**src/pkg/video_flywheel_cfg.svh**
```systemverilog
// Constants for the video flywheel timing block: offsets, field positions,
// reset values, geometry widths and switch-line numbers.
// Assumes inclusion by bare name from the package and the design file.
`ifndef VIDEO_FLYWHEEL_CFG_SVH
`define VIDEO_FLYWHEEL_CFG_SVH

// --------
// Counter widths
// --------
`define PIX_W 12
`define LINE_W 11
`define LINE_DEPTH 2048

// --------
// Register map (byte addresses on the 8-bit APB address)
// --------
`define ADDR_W 8
`define OFF_PROC_DISABLE 8'h00
`define OFF_STATUS 8'h04
`define OFF_GEOMETRY 8'h08
`define HCFG_BIT 0
`define HCFG_RESET 1'b0

// --------
// Status and geometry field positions
// --------
`define ST_SMPTE_BIT 0
`define ST_SYNCED_BIT 1
`define ST_INTERLACED_BIT 2
`define ST_PSF24_BIT 3
`define ST_ACTLINES_LSB 4
`define ST_TOTLINES_LSB 16
`define GEO_TOTLEN_LSB 0
`define GEO_ACTLEN_LSB 16

// --------
// Video systems and their switch lines (flywheel line numbering)
// --------
`define LINES_525 11'h20d
`define LINES_625 11'h271
`define LINES_750 11'h2ee
`define LINES_1125 11'h465
`define SW_525_A 11'h00a
`define SW_525_B 11'h111
`define SW_625_A 11'h006
`define SW_625_B 11'h13f
`define SW_750_A 11'h007
`define SW_1125_A 11'h007
`define SW_1125_B 11'h239
`define PSF24_LINE_LEN 12'habe

// --------
// Timing
// --------
`define TRS_TIMEOUT_DEFAULT 16384

`endif

```
**src/pkg/video_flywheel_pkg.sv**
```systemverilog
// Types shared by the video flywheel timing block and its bench.
// Assumes the constants header sits beside it on the include path.
`include "video_flywheel_cfg.svh"

package video_flywheel_pkg;

    // Decoded TRS ID word as presented by the word aligner
    typedef struct packed {
        logic valid;
        logic sav;
        logic f;
        logic v;
        logic h;
    } trs_word_t;

    // Timing outputs to the application logic
    typedef struct packed {
        logic h;
        logic v;
        logic f;
    } hvf_t;

    typedef enum logic [1:0] {
        FW_IDLE,
        FW_LEARN,
        FW_SYNCED
    } fw_state_t;

endpackage : video_flywheel_pkg

```
**src/verilog/video_flywheel_timing.sv**
```systemverilog
// Video timing flywheel: learns line and frame geometry from TRS ID words,
// keeps pixel and line counters, handles switch-line resync, drives H/V/F.
// Assumes TRS words arrive decoded on sys_clk; lock and sync control are pins.
//
// Behaviour
// RULE_01 - Flywheel runs only in SMPTE mode, idle otherwise.
// RULE_02 - Counters track line length, active length, total and active lines.
// RULE_03 - Standard learned from TRS H/V timing; synced after one full frame.
// RULE_04 - Once synced, incoming TRS timing keeps being compared with counters.
// RULE_05 - Sync control low: counters reload on every TRS ID word.
// RULE_06 - Sync control high: reload after two lines with identical differing timing.
// RULE_07 - Lock or reset low disables; their rise forces reacquire on next TRS.
// RULE_08 - Sync control rise inside active line forces reload at next TRS.
// RULE_09 - Controller holds sync control low one clock to one line in active part.
// RULE_10 - Detected standard triggers automatic resync at its switch line.
// RULE_11 - 525 lines: end of lines 10 and 273, or line 10 progressive.
// RULE_12 - 625 lines: end of lines 6 and 319, or line 6 progressive.
// RULE_13 - 750 lines progressive: end of line 7.
// RULE_14 - 1125 lines: line 7, plus a second-field line when interlaced.
// RULE_15 - Switch lines use the flywheel's own line count.
// RULE_16 - 1125 lines: 24 segmented frame identified, others not separated.
// RULE_17 - H/V/F from received TRS when control low, flywheel when high.
// RULE_18 - Separate H, V and F outputs go to application logic.
// RULE_19 - Blank select low: H high for whole blanking including EAV and SAV.
// RULE_20 - Blank select high: H follows H bit of received TRS words.
// RULE_21 - SMPTE mode entered on TRS with lock, left when TRS stops.
// RULE_22 - A triggered resync also tells word alignment to resync at next TRS.
// RULE_23 - Automatic switch-line resync reloads on next TRS unconditionally.
//
// The APB slave port and the register addresses were chosen for this implementation.
`timescale 1ns/1ps
`include "video_flywheel_cfg.svh"

module video_flywheel_timing
    import video_flywheel_pkg::*;
#(
    parameter int TRS_TIMEOUT = `TRS_TIMEOUT_DEFAULT
) (
    input wire logic sys_clk,
    input wire logic nrst,
    input wire logic clk_en,
    input wire logic psel,
    input wire logic penable,
    input wire logic pwrite,
    input wire logic [`ADDR_W-1:0] paddr,
    input wire logic [31:0] pwdata,
    output logic [31:0] prdata,
    output logic pready,
    output logic pslverr,
    input wire trs_word_t trs_in,
    input wire logic locked,
    input wire logic flywheel_sync_control,
    output hvf_t hvf_out,
    output logic smpte_mode,
    output logic flywheel_synced,
    output logic align_resync
);

    // --------
    // Reset release and pin synchronisers
    // --------
    logic rst_meta, rst_n_s;
    logic lock_meta, lock_s;
    logic ctrl_meta, ctrl_s, ctrl_d;

    // Reset is asserted at once but released on a clock edge
    always_ff @(posedge sys_clk or negedge nrst) begin
        if (!nrst) begin
            rst_meta <= 1'b0;
            rst_n_s <= 1'b0;
        end else begin
            rst_meta <= 1'b1;
            rst_n_s <= rst_meta;
        end
    end

    // Lock and sync control come from outside; edges are taken after two flops
    always_ff @(posedge sys_clk or negedge rst_n_s) begin
        if (!rst_n_s) begin
            lock_meta <= 1'b0;
            lock_s <= 1'b0;
            ctrl_meta <= 1'b0;
            ctrl_s <= 1'b0;
            ctrl_d <= 1'b0;
        end else if (clk_en) begin
            lock_meta <= locked;
            lock_s <= lock_meta;
            ctrl_meta <= flywheel_sync_control;
            ctrl_s <= ctrl_meta;
            ctrl_d <= ctrl_s;
        end
    end

    // --------
    // State
    // --------
    fw_state_t state_reg, state_next;
    logic smpte_reg, smpte_next;
    logic [15:0] silence_reg, silence_next;
    logic [`PIX_W-1:0] pix_reg, pix_next, learn_pix_reg, learn_pix_next;
    logic [`PIX_W-1:0] total_len_reg, total_len_next, blank_len_reg, blank_len_next;
    logic [`PIX_W-1:0] err_pos_reg;
    logic [`LINE_W-1:0] line_reg, line_next, rx_line_reg, rx_line_next;
    logic [`LINE_W-1:0] total_lines_reg, total_lines_next;
    logic [`LINE_W-1:0] act_lines_reg, act_cnt_reg, act_cnt_next;
    logic interlaced_reg, f_seen_reg, f_seen_next, prev_v_reg, miss_prev_reg;
    logic [1:0] frames_reg, frames_next;
    logic force_reg, force_next, align_reg;
    logic rx_h_reg, rx_v_reg, rx_f_reg;
    logic hcfg_reg;
    hvf_t hvf_reg, hvf_next;
    logic [1:0] vf_mem [0:`LINE_DEPTH-1];

    // Switch line of the learned standard, in flywheel numbering
    function automatic logic switch_hit(input logic [`LINE_W-1:0] lines,
                                        input logic il,
                                        input logic [`LINE_W-1:0] ln);
        logic hit;
        hit = 1'b0;
        case (lines)
            `LINES_525: hit = (ln == `SW_525_A) || (il && ln == `SW_525_B); // RULE_11
            `LINES_625: hit = (ln == `SW_625_A) || (il && ln == `SW_625_B); // RULE_12
            `LINES_750: hit = (ln == `SW_750_A); // RULE_13
            `LINES_1125: hit = (ln == `SW_1125_A) || (il && ln == `SW_1125_B); // RULE_14
            default: hit = 1'b0;
        endcase
        return hit;
    endfunction : switch_hit

    // --------
    // Decoding of the received stream
    // --------
    wire enabled = smpte_reg && lock_s; // RULE_01 RULE_07
    wire rx_eav = trs_in.valid && !trs_in.sav;
    wire rx_sav = trs_in.valid && trs_in.sav;
    wire frame_edge = rx_eav && trs_in.v && !prev_v_reg && !trs_in.f;
    wire synced = (state_reg == FW_SYNCED);
    wire fly_wrap = (pix_reg == total_len_reg - `PIX_W'(1));
    wire fly_active = (pix_reg >= blank_len_reg);
    // Flywheel EAV belongs at pixel zero; anything else is a timing error
    wire mismatch = rx_eav && synced && (pix_reg != '0); // RULE_04
    wire confirm = mismatch && miss_prev_reg && (pix_reg == err_pos_reg); // RULE_06
    wire ctrl_rise = ctrl_s && !ctrl_d;
    wire sw_end = synced && fly_wrap
        && switch_hit(total_lines_reg, interlaced_reg, line_reg); // RULE_10 RULE_15
    wire force_set = !enabled || (ctrl_rise && fly_active) || sw_end; // RULE_07 RULE_08
    wire reload = enabled && trs_in.valid
        && (force_reg || !ctrl_s || confirm); // RULE_05 RULE_06 RULE_23
    wire use_fly = ctrl_s && synced; // RULE_17
    // A lone stray EAV under flywheel timing must not corrupt the learned geometry
    wire rx_take = rx_eav && !(mismatch && use_fly && !reload); // RULE_04 RULE_06
    wire [1:0] fly_vf = vf_mem[line_reg];
    wire psf24 = (total_lines_reg == `LINES_1125)
        && (total_len_reg == `PSF24_LINE_LEN); // RULE_16

    // --------
    // SMPTE mode tracking
    // --------
    // Silence counter drops the mode when TRS words stop arriving
    assign silence_next = trs_in.valid ? '0
        : (silence_reg == 16'(TRS_TIMEOUT) ? silence_reg : silence_reg + 16'h0001);
    assign smpte_next = !lock_s ? 1'b0
        : (trs_in.valid ? 1'b1 : (silence_reg == 16'(TRS_TIMEOUT) ? 1'b0 : smpte_reg)); // RULE_21

    // --------
    // Geometry learning from received TRS timing
    // --------
    // learn_pix counts words since the last received EAV (EAV is word 0)
    assign learn_pix_next = rx_take ? `PIX_W'(1) : learn_pix_reg + `PIX_W'(1);
    assign total_len_next = rx_take ? learn_pix_reg : total_len_reg; // RULE_02
    assign blank_len_next = rx_sav ? learn_pix_reg + `PIX_W'(1) : blank_len_reg; // RULE_02
    assign rx_line_next = !rx_take ? rx_line_reg
        : (frame_edge ? `LINE_W'(1) : rx_line_reg + `LINE_W'(1));
    assign total_lines_next = frame_edge ? rx_line_reg : total_lines_reg; // RULE_02
    assign act_cnt_next = frame_edge ? '0
        : ((rx_take && !trs_in.v) ? act_cnt_reg + `LINE_W'(1) : act_cnt_reg);
    assign f_seen_next = frame_edge ? 1'b0 : (f_seen_reg || (rx_take && trs_in.f));
    assign frames_next = !enabled ? 2'h0
        : ((frame_edge && frames_reg != 2'h2) ? frames_reg + 2'h1 : frames_reg); // RULE_03

    // --------
    // Flywheel counters and the resync decision
    // --------
    // A reload on EAV restarts the line, on SAV lands on the first active word
    assign pix_next = reload ? (rx_eav ? `PIX_W'(1) : learn_pix_reg + `PIX_W'(1))
        : (fly_wrap ? '0 : pix_reg + `PIX_W'(1)); // RULE_02 RULE_05
    assign line_next = (reload && rx_eav) ? rx_line_next
        : (fly_wrap ? (line_reg >= total_lines_reg ? `LINE_W'(1) : line_reg + `LINE_W'(1))
        : line_reg);
    // The trigger wins over the consuming TRS word in the same cycle
    assign force_next = force_set ? 1'b1 : ((enabled && trs_in.valid) ? 1'b0 : force_reg);

    // Learning needs two frame boundaries, i.e. one complete frame between
    always_comb begin
        state_next = state_reg;
        case (state_reg)
            FW_IDLE: begin
                if (enabled) state_next = FW_LEARN;
            end
            FW_LEARN: begin
                if (!enabled) state_next = FW_IDLE;
                else if (frames_reg == 2'h2) state_next = FW_SYNCED; // RULE_03
            end
            FW_SYNCED: begin
                if (!enabled) state_next = FW_IDLE; // RULE_07
            end
            default: state_next = FW_IDLE;
        endcase
    end

    // --------
    // H/V/F selection
    // --------
    // Blank select low keeps H up through the SAV word; high follows the H bit
    wire rx_h = hcfg_reg ? (trs_in.valid ? trs_in.h : rx_h_reg)
        : (trs_in.valid || rx_h_reg); // RULE_19 RULE_20
    wire fly_h = hcfg_reg ? (pix_reg < blank_len_reg - `PIX_W'(1))
        : (pix_reg < blank_len_reg); // RULE_19 RULE_20
    wire rx_v = trs_in.valid ? trs_in.v : rx_v_reg;
    wire rx_f = trs_in.valid ? trs_in.f : rx_f_reg;
    assign hvf_next = !enabled ? hvf_t'(3'h0)
        : (use_fly ? hvf_t'({fly_h, fly_vf}) : hvf_t'({rx_h, rx_v, rx_f})); // RULE_17 RULE_18

    // --------
    // Register bus decode
    // --------
    wire setup = psel && !penable && !pready;
    wire hit_ctl = (paddr == `OFF_PROC_DISABLE);
    wire hit_st = (paddr == `OFF_STATUS);
    wire hit_geo = (paddr == `OFF_GEOMETRY);
    wire mapped = hit_ctl || hit_st || hit_geo;
    wire wr_ctl = psel && penable && pready && pwrite && hit_ctl && !pslverr;
    wire [31:0] st_word = (32'(smpte_reg) << `ST_SMPTE_BIT)
        | (32'(synced) << `ST_SYNCED_BIT)
        | (32'(interlaced_reg) << `ST_INTERLACED_BIT)
        | (32'(psf24) << `ST_PSF24_BIT)
        | (32'(act_lines_reg) << `ST_ACTLINES_LSB)
        | (32'(total_lines_reg) << `ST_TOTLINES_LSB);
    wire [31:0] geo_word = (32'(total_len_reg) << `GEO_TOTLEN_LSB)
        | (32'(total_len_reg - blank_len_reg) << `GEO_ACTLEN_LSB);
    wire [31:0] rd_word = hit_ctl ? (32'(hcfg_reg) << `HCFG_BIT)
        : (hit_st ? st_word : (hit_geo ? geo_word : 32'h0000_0000));

    // --------
    // Flops
    // --------
    // Per-line V/F learned from the stream feeds the flywheel generator
    always_ff @(posedge sys_clk) begin
        if (clk_en && rx_take) vf_mem[rx_line_next] <= {trs_in.v, trs_in.f};
    end

    // Counters and learned geometry
    always_ff @(posedge sys_clk or negedge rst_n_s) begin
        if (!rst_n_s) begin
            pix_reg <= '0;
            line_reg <= `LINE_W'(1);
            learn_pix_reg <= '0;
            total_len_reg <= '0;
            blank_len_reg <= '0;
            rx_line_reg <= '0;
            total_lines_reg <= '0;
            act_cnt_reg <= '0;
            f_seen_reg <= 1'b0;
            frames_reg <= 2'h0;
        end else if (clk_en) begin
            pix_reg <= pix_next;
            line_reg <= line_next;
            learn_pix_reg <= learn_pix_next;
            total_len_reg <= total_len_next;
            blank_len_reg <= blank_len_next;
            rx_line_reg <= rx_line_next;
            total_lines_reg <= total_lines_next;
            act_cnt_reg <= act_cnt_next;
            f_seen_reg <= f_seen_next;
            frames_reg <= frames_next;
        end
    end

    // Frame results, error memory and received TRS levels
    always_ff @(posedge sys_clk or negedge rst_n_s) begin
        if (!rst_n_s) begin
            act_lines_reg <= '0;
            interlaced_reg <= 1'b0;
            prev_v_reg <= 1'b0;
            miss_prev_reg <= 1'b0;
            err_pos_reg <= '0;
            rx_h_reg <= 1'b0;
            rx_v_reg <= 1'b0;
            rx_f_reg <= 1'b0;
        end else if (clk_en) begin
            if (frame_edge) act_lines_reg <= act_cnt_reg;
            if (frame_edge) interlaced_reg <= f_seen_reg;
            if (rx_eav) prev_v_reg <= trs_in.v;
            if (rx_eav) miss_prev_reg <= mismatch && !reload; // RULE_06
            if (mismatch) err_pos_reg <= pix_reg;
            rx_h_reg <= rx_h && !(trs_in.valid && !trs_in.h);
            rx_v_reg <= rx_v;
            rx_f_reg <= rx_f;
        end
    end

    // Control state; force starts set so reset release reacquires
    always_ff @(posedge sys_clk or negedge rst_n_s) begin
        if (!rst_n_s) begin
            state_reg <= FW_IDLE;
            smpte_reg <= 1'b0;
            silence_reg <= '0;
            force_reg <= 1'b1;
            align_reg <= 1'b0;
            hvf_reg <= hvf_t'(3'h0);
        end else if (clk_en) begin
            state_reg <= state_next;
            smpte_reg <= smpte_next;
            silence_reg <= silence_next;
            force_reg <= force_next; // RULE_07 RULE_08 RULE_23
            align_reg <= enabled && ((ctrl_rise && fly_active) || sw_end); // RULE_22
            hvf_reg <= hvf_next;
        end
    end

    // Bus slave: no wait states, ready and data are registered
    always_ff @(posedge sys_clk or negedge rst_n_s) begin
        if (!rst_n_s) begin
            pready <= 1'b0;
            pslverr <= 1'b0;
            prdata <= 32'h0000_0000;
            hcfg_reg <= `HCFG_RESET;
        end else if (clk_en) begin
            pready <= setup;
            pslverr <= setup && !mapped;
            if (setup) prdata <= rd_word;
            if (wr_ctl) hcfg_reg <= pwdata[`HCFG_BIT];
        end
    end

    assign hvf_out = hvf_reg;
    assign smpte_mode = smpte_reg;
    assign flywheel_synced = (state_reg == FW_SYNCED);
    assign align_resync = align_reg;

endmodule : video_flywheel_timing

```
**config.mk**
```make
export PLATFORM = sky130hd
export DESIGN_NAME = video_flywheel_timing
export DESIGN_NICKNAME = d
export VERILOG_FILES = /design/src/pkg/video_flywheel_pkg.sv /design/src/verilog/video_flywheel_timing.sv
export VERILOG_INCLUDE_DIRS = /design/src /design/src/pkg
export SDC_FILE = /design/constraint.sdc
export NUM_CORES = 2
export LEC_CHECK = 0
export BUFFER_PORTS_ARGS = -buffer_cell sky130_fd_sc_hd__buf_2
export CORE_ASPECT_RATIO = 2
export CORE_MARGIN = 2
export CORE_UTILIZATION = 30
export DETAILED_ROUTE_END_ITERATION = 7
export PLACE_DENSITY = 0.53
export SLEW_MARGIN = 5
export SYNTH_ARGS = -nofsm -noshare
export SYNTH_HDL_FRONTEND = slang
export SYNTH_SLANG_ARGS = --single-unit
export TNS_END_PERCENT = 100
```
**constraint.sdc**
```tcl
create_clock -name sys_clk -period 7.1 [get_ports sys_clk]
set_input_delay 0.355 -clock sys_clk [delete_from_list [all_inputs] [get_ports sys_clk]]
set_output_delay 0.355 -clock sys_clk [all_outputs]
set_load 0.05 [all_outputs]
```
==> qor.csv <==
stage,metric,value,unit
status,status,finished clean,
yosys,synth-seq-area-share,72.6,%
route,drt_wl_total,584,mm
setup_path,critPathRequiredTime,7.86,ns
layout,areaGrowthSynthToFinish,13.2,%
clocking,cts_root_buf,clkbuf_16,
setup_path,arrival,6.77,ns
sta,fin_crit,6.01,ns
clocking,cts_resized,0,
clocking,tritoncts,built,
sta,whs,0.139,ns
global_route,grt_start_max_net_pins,210,
setup_path,critical_path_buf_inv_count,1,
yosys,yosys_warnings,0,
yosys,avgSynthCellArea,17.0,µm²
layout,final_cell_mix,"edfxtp_1, nor2_1, mux4_2",
yosys,synth_seq_cells,4282,
clocking,clk_latency,0.96,ns
layout,nNetsFinal,10505,
min_path,hold_path_class,input pin to flop,
route,drt-pass1-iter-count,8,
yosys,netlist.area_leader.share,69.9,%
yosys,ys.flop_type,edfxtp_1,
power_and_ir_drop,leakage,0.0613,µW
yosys,synthDistinctLibCells,84,
sta,tns,0,ns
sta,worst_slew_pin_slew,1.38,ns
layout,fin_util,34.1,%
floorplan,io_pins,93,
job,drv_cap,0,
setup_path,path_cells,buf_12 -> mux4_2 -> a22o_1 -> a221oi_1 -> o22ai_1 -> o21ai_0 -> o21ai_0 -> or3_1 -> o311ai_0 -> a22oi_1,
setup_path,cp_slowest_cell,dfstp_4,
power_and_ir_drop,powerDensity,332,nW/µm²
yosys,async_flop_share,4.34,%
sta,relSlewSlack,7.17,%
power_and_ir_drop,peakVddDrop,295,µV
setup_path,worstSetupPathType,flop to flop,
setup_path,crit_fanout,71,
setup_path,cp_num_cells,10,
route,drc,0,
sta,slew_violations,0,
clocking,cts_max_path_buffers,4,
sta,fin_crit_sh,84.6,%
setup_path,ff2ff_path_depth,10,
sta,setup_viol,0,
global_route,grt.overflow.total,0,
place,gp_congestion,0.850,
clocking,cts_sinks,4282,
floorplan,fp.dieArea,593000,µm²
power_and_ir_drop,p_comb_share,27.2,%
setup_path,crit_top_cell,o21ai_0,
min_path,holdPathStages,4,
power_and_ir_drop,power_frac_seq,42.8,%
floorplan,rows,397,
layout,layout_commonest_cell,edfxtp_1,
power_and_ir_drop,power_frac_clock,30.0,%
yosys,synth_cells,10364,
yosys,synth.cell_area,176000,µm²
power_and_ir_drop,p_sw_share,30.8,%
route,vias,97956,
clocking,htreeDepth,5,
sta,rsz0062_at_grt,no,
layout,layout-drive-gt1-share,20.2,%
sta,hold_violations,0,
place,portBuffers,60,
global_route,grt_pass1_wl,801,mm
setup_path,cp_slowest_stage_delay,1.10,ns
setup_path,cp_top_family,compound AO/OA/AOI/OAI gates,
sta,fin_worst_skew,0.0365,ns
setup_path,crit_path_end_kind,flop,
power_and_ir_drop,p_int,45700,µW
floorplan,die_h,1.09,mm
route,drtAntennaViolNets,0,
floorplan,coreArea,584000,µm²
sta,max_freq,0.166,GHz
clocking,clk_pin_slew,0.07,ns
yosys,synth_largest_area_cell,edfxtp_1,
setup_path,cp-start-kind,flop,
yosys,ys_top_cells_by_area,"edfxtp_1, mux4_2, nor2_1",
clocking,cts_buffers,349,
yosys,synth_nets,10479,
route,drt_iter0_drc,9073,
global_route,grt_pass1_vias,103292,
route,wire_per_inst,31.6,µm
floorplan,die_w,545,µm
floorplan,start_util,30.1,%
route,via_per_inst,5.30,
place,place_hpwl,361,mm
global_route,grtUsageTotal,19.1,%
global_route,antenna_found_initial,18,
layout,largest_reg_flops,4096,
yosys,synth_edf_count,4096,
power_and_ir_drop,power.switching,20300,µW
synthesized netlist by cell type, types with 61 or more instances:
master    number
buf_1         96
buf_2        190
edfxtp_1    4096
clkbuf_1     539
o21ai_0      143
nor2_1      2185
ha_1          61
a21oi_1      128
a22oi_1      205
a22o_1        84
dfrtp_1      184
nand3_1       96
inv_1         88
nand2_1      372
mux2i_1      172
a221oi_1      88
mux4_2      1021
tightest hold or removal path: cells and delay by family:
kind                   cells  cell delay [ns]
buffers and inverters      2             0.44
AOI/OAI and AO/OA          1             0.15
and+or+nand+nor            1             0.10
metrics by stage:
step / worst slack, ns / total power (µW) / cell area [µm²] / cells
after detailed placement: 1.26 / 46900 / 187000 / 17796
final: 1.09 / 66000 / 199000 / 18487
after floorplan: 1.54 / 39700 / 176000 / 10364
after global routing: 1.13 / 67800 / 199000 / 18474
after CTS: 1.25 / 66600 / 199000 / 18449
after global placement: 1.28 / 46800 / 187000 / 17795
routing by layer:
metal	track usage, %	part of all wire, %	up-vias
li1	-	-	40401
met1	19.5	33	53030
met2	36.1	54	3376
met3	2.05	4.7	1139
met4	13.5	8.1	10
met5	0	0.0099	-
what timing repair did:
item                      in CTS  in global routing
buffers inserted               0                  0
hold endpoints to repair      70                  0
hold buffers                  22                  0
path summary, 6_finish.rpt:
check | start | end | slack (ns)
max | line_reg[0]$_DFFE_PN1P_ | hvf_out[1]$_DFFE_PN0P_ | 1.09
min | penable | pready$_DFFE_PN0P_ | 0.14
max reg2reg | line_reg[0]$_DFFE_PN1P_ | hvf_out[1]$_DFFE_PN0P_ | 1.09
min reg2reg | rst_meta$_DFF_PN0_ | rst_n_s$_DFF_PN0_ | 0.36
max in group asynchronous | rst_n_s$_DFF_PN0_ | blank_len_reg[8]$_DFFE_PN0P_ | 5.47
min in group asynchronous | nrst | rst_meta$_DFF_PN0_ | 0.26
area by class of cell:
cell class	count	area (µm²)
tap	7780	9730
inverter	90	345
multi-input combinational	5159	45100
clock inverter	214	2130
timing repair buffer	508	4870
fill	56011	385000
antenna	37	92.6
sequential	4282	128000
clock buffer	417	9180
power groups by stage:
stage	logic, µW	registers [µW]	clock network (µW)
3_5_place_dp	18100	28800	0
5_1_grt	18600	28300	20900
4_1_cts	18100	28200	20200
6_report	18000	28200	19800
2_1_floorplan	11200	28500	0
3_3_place_gp	18000	28800	0
kinds of logic after synthesis:
family	share of synthesized area, %
buffers and inverters	2.12
flip-flops	72.6
other	0.00427
XOR/XNOR	0.403
adder cells (fa/ha/maj)	0.445
AO/OA/AOI/OAI	3.55
AND/OR/NAND/NOR	6.66
multiplexers	14.2
No activity file was read; power rests on OpenSTA's default activity.
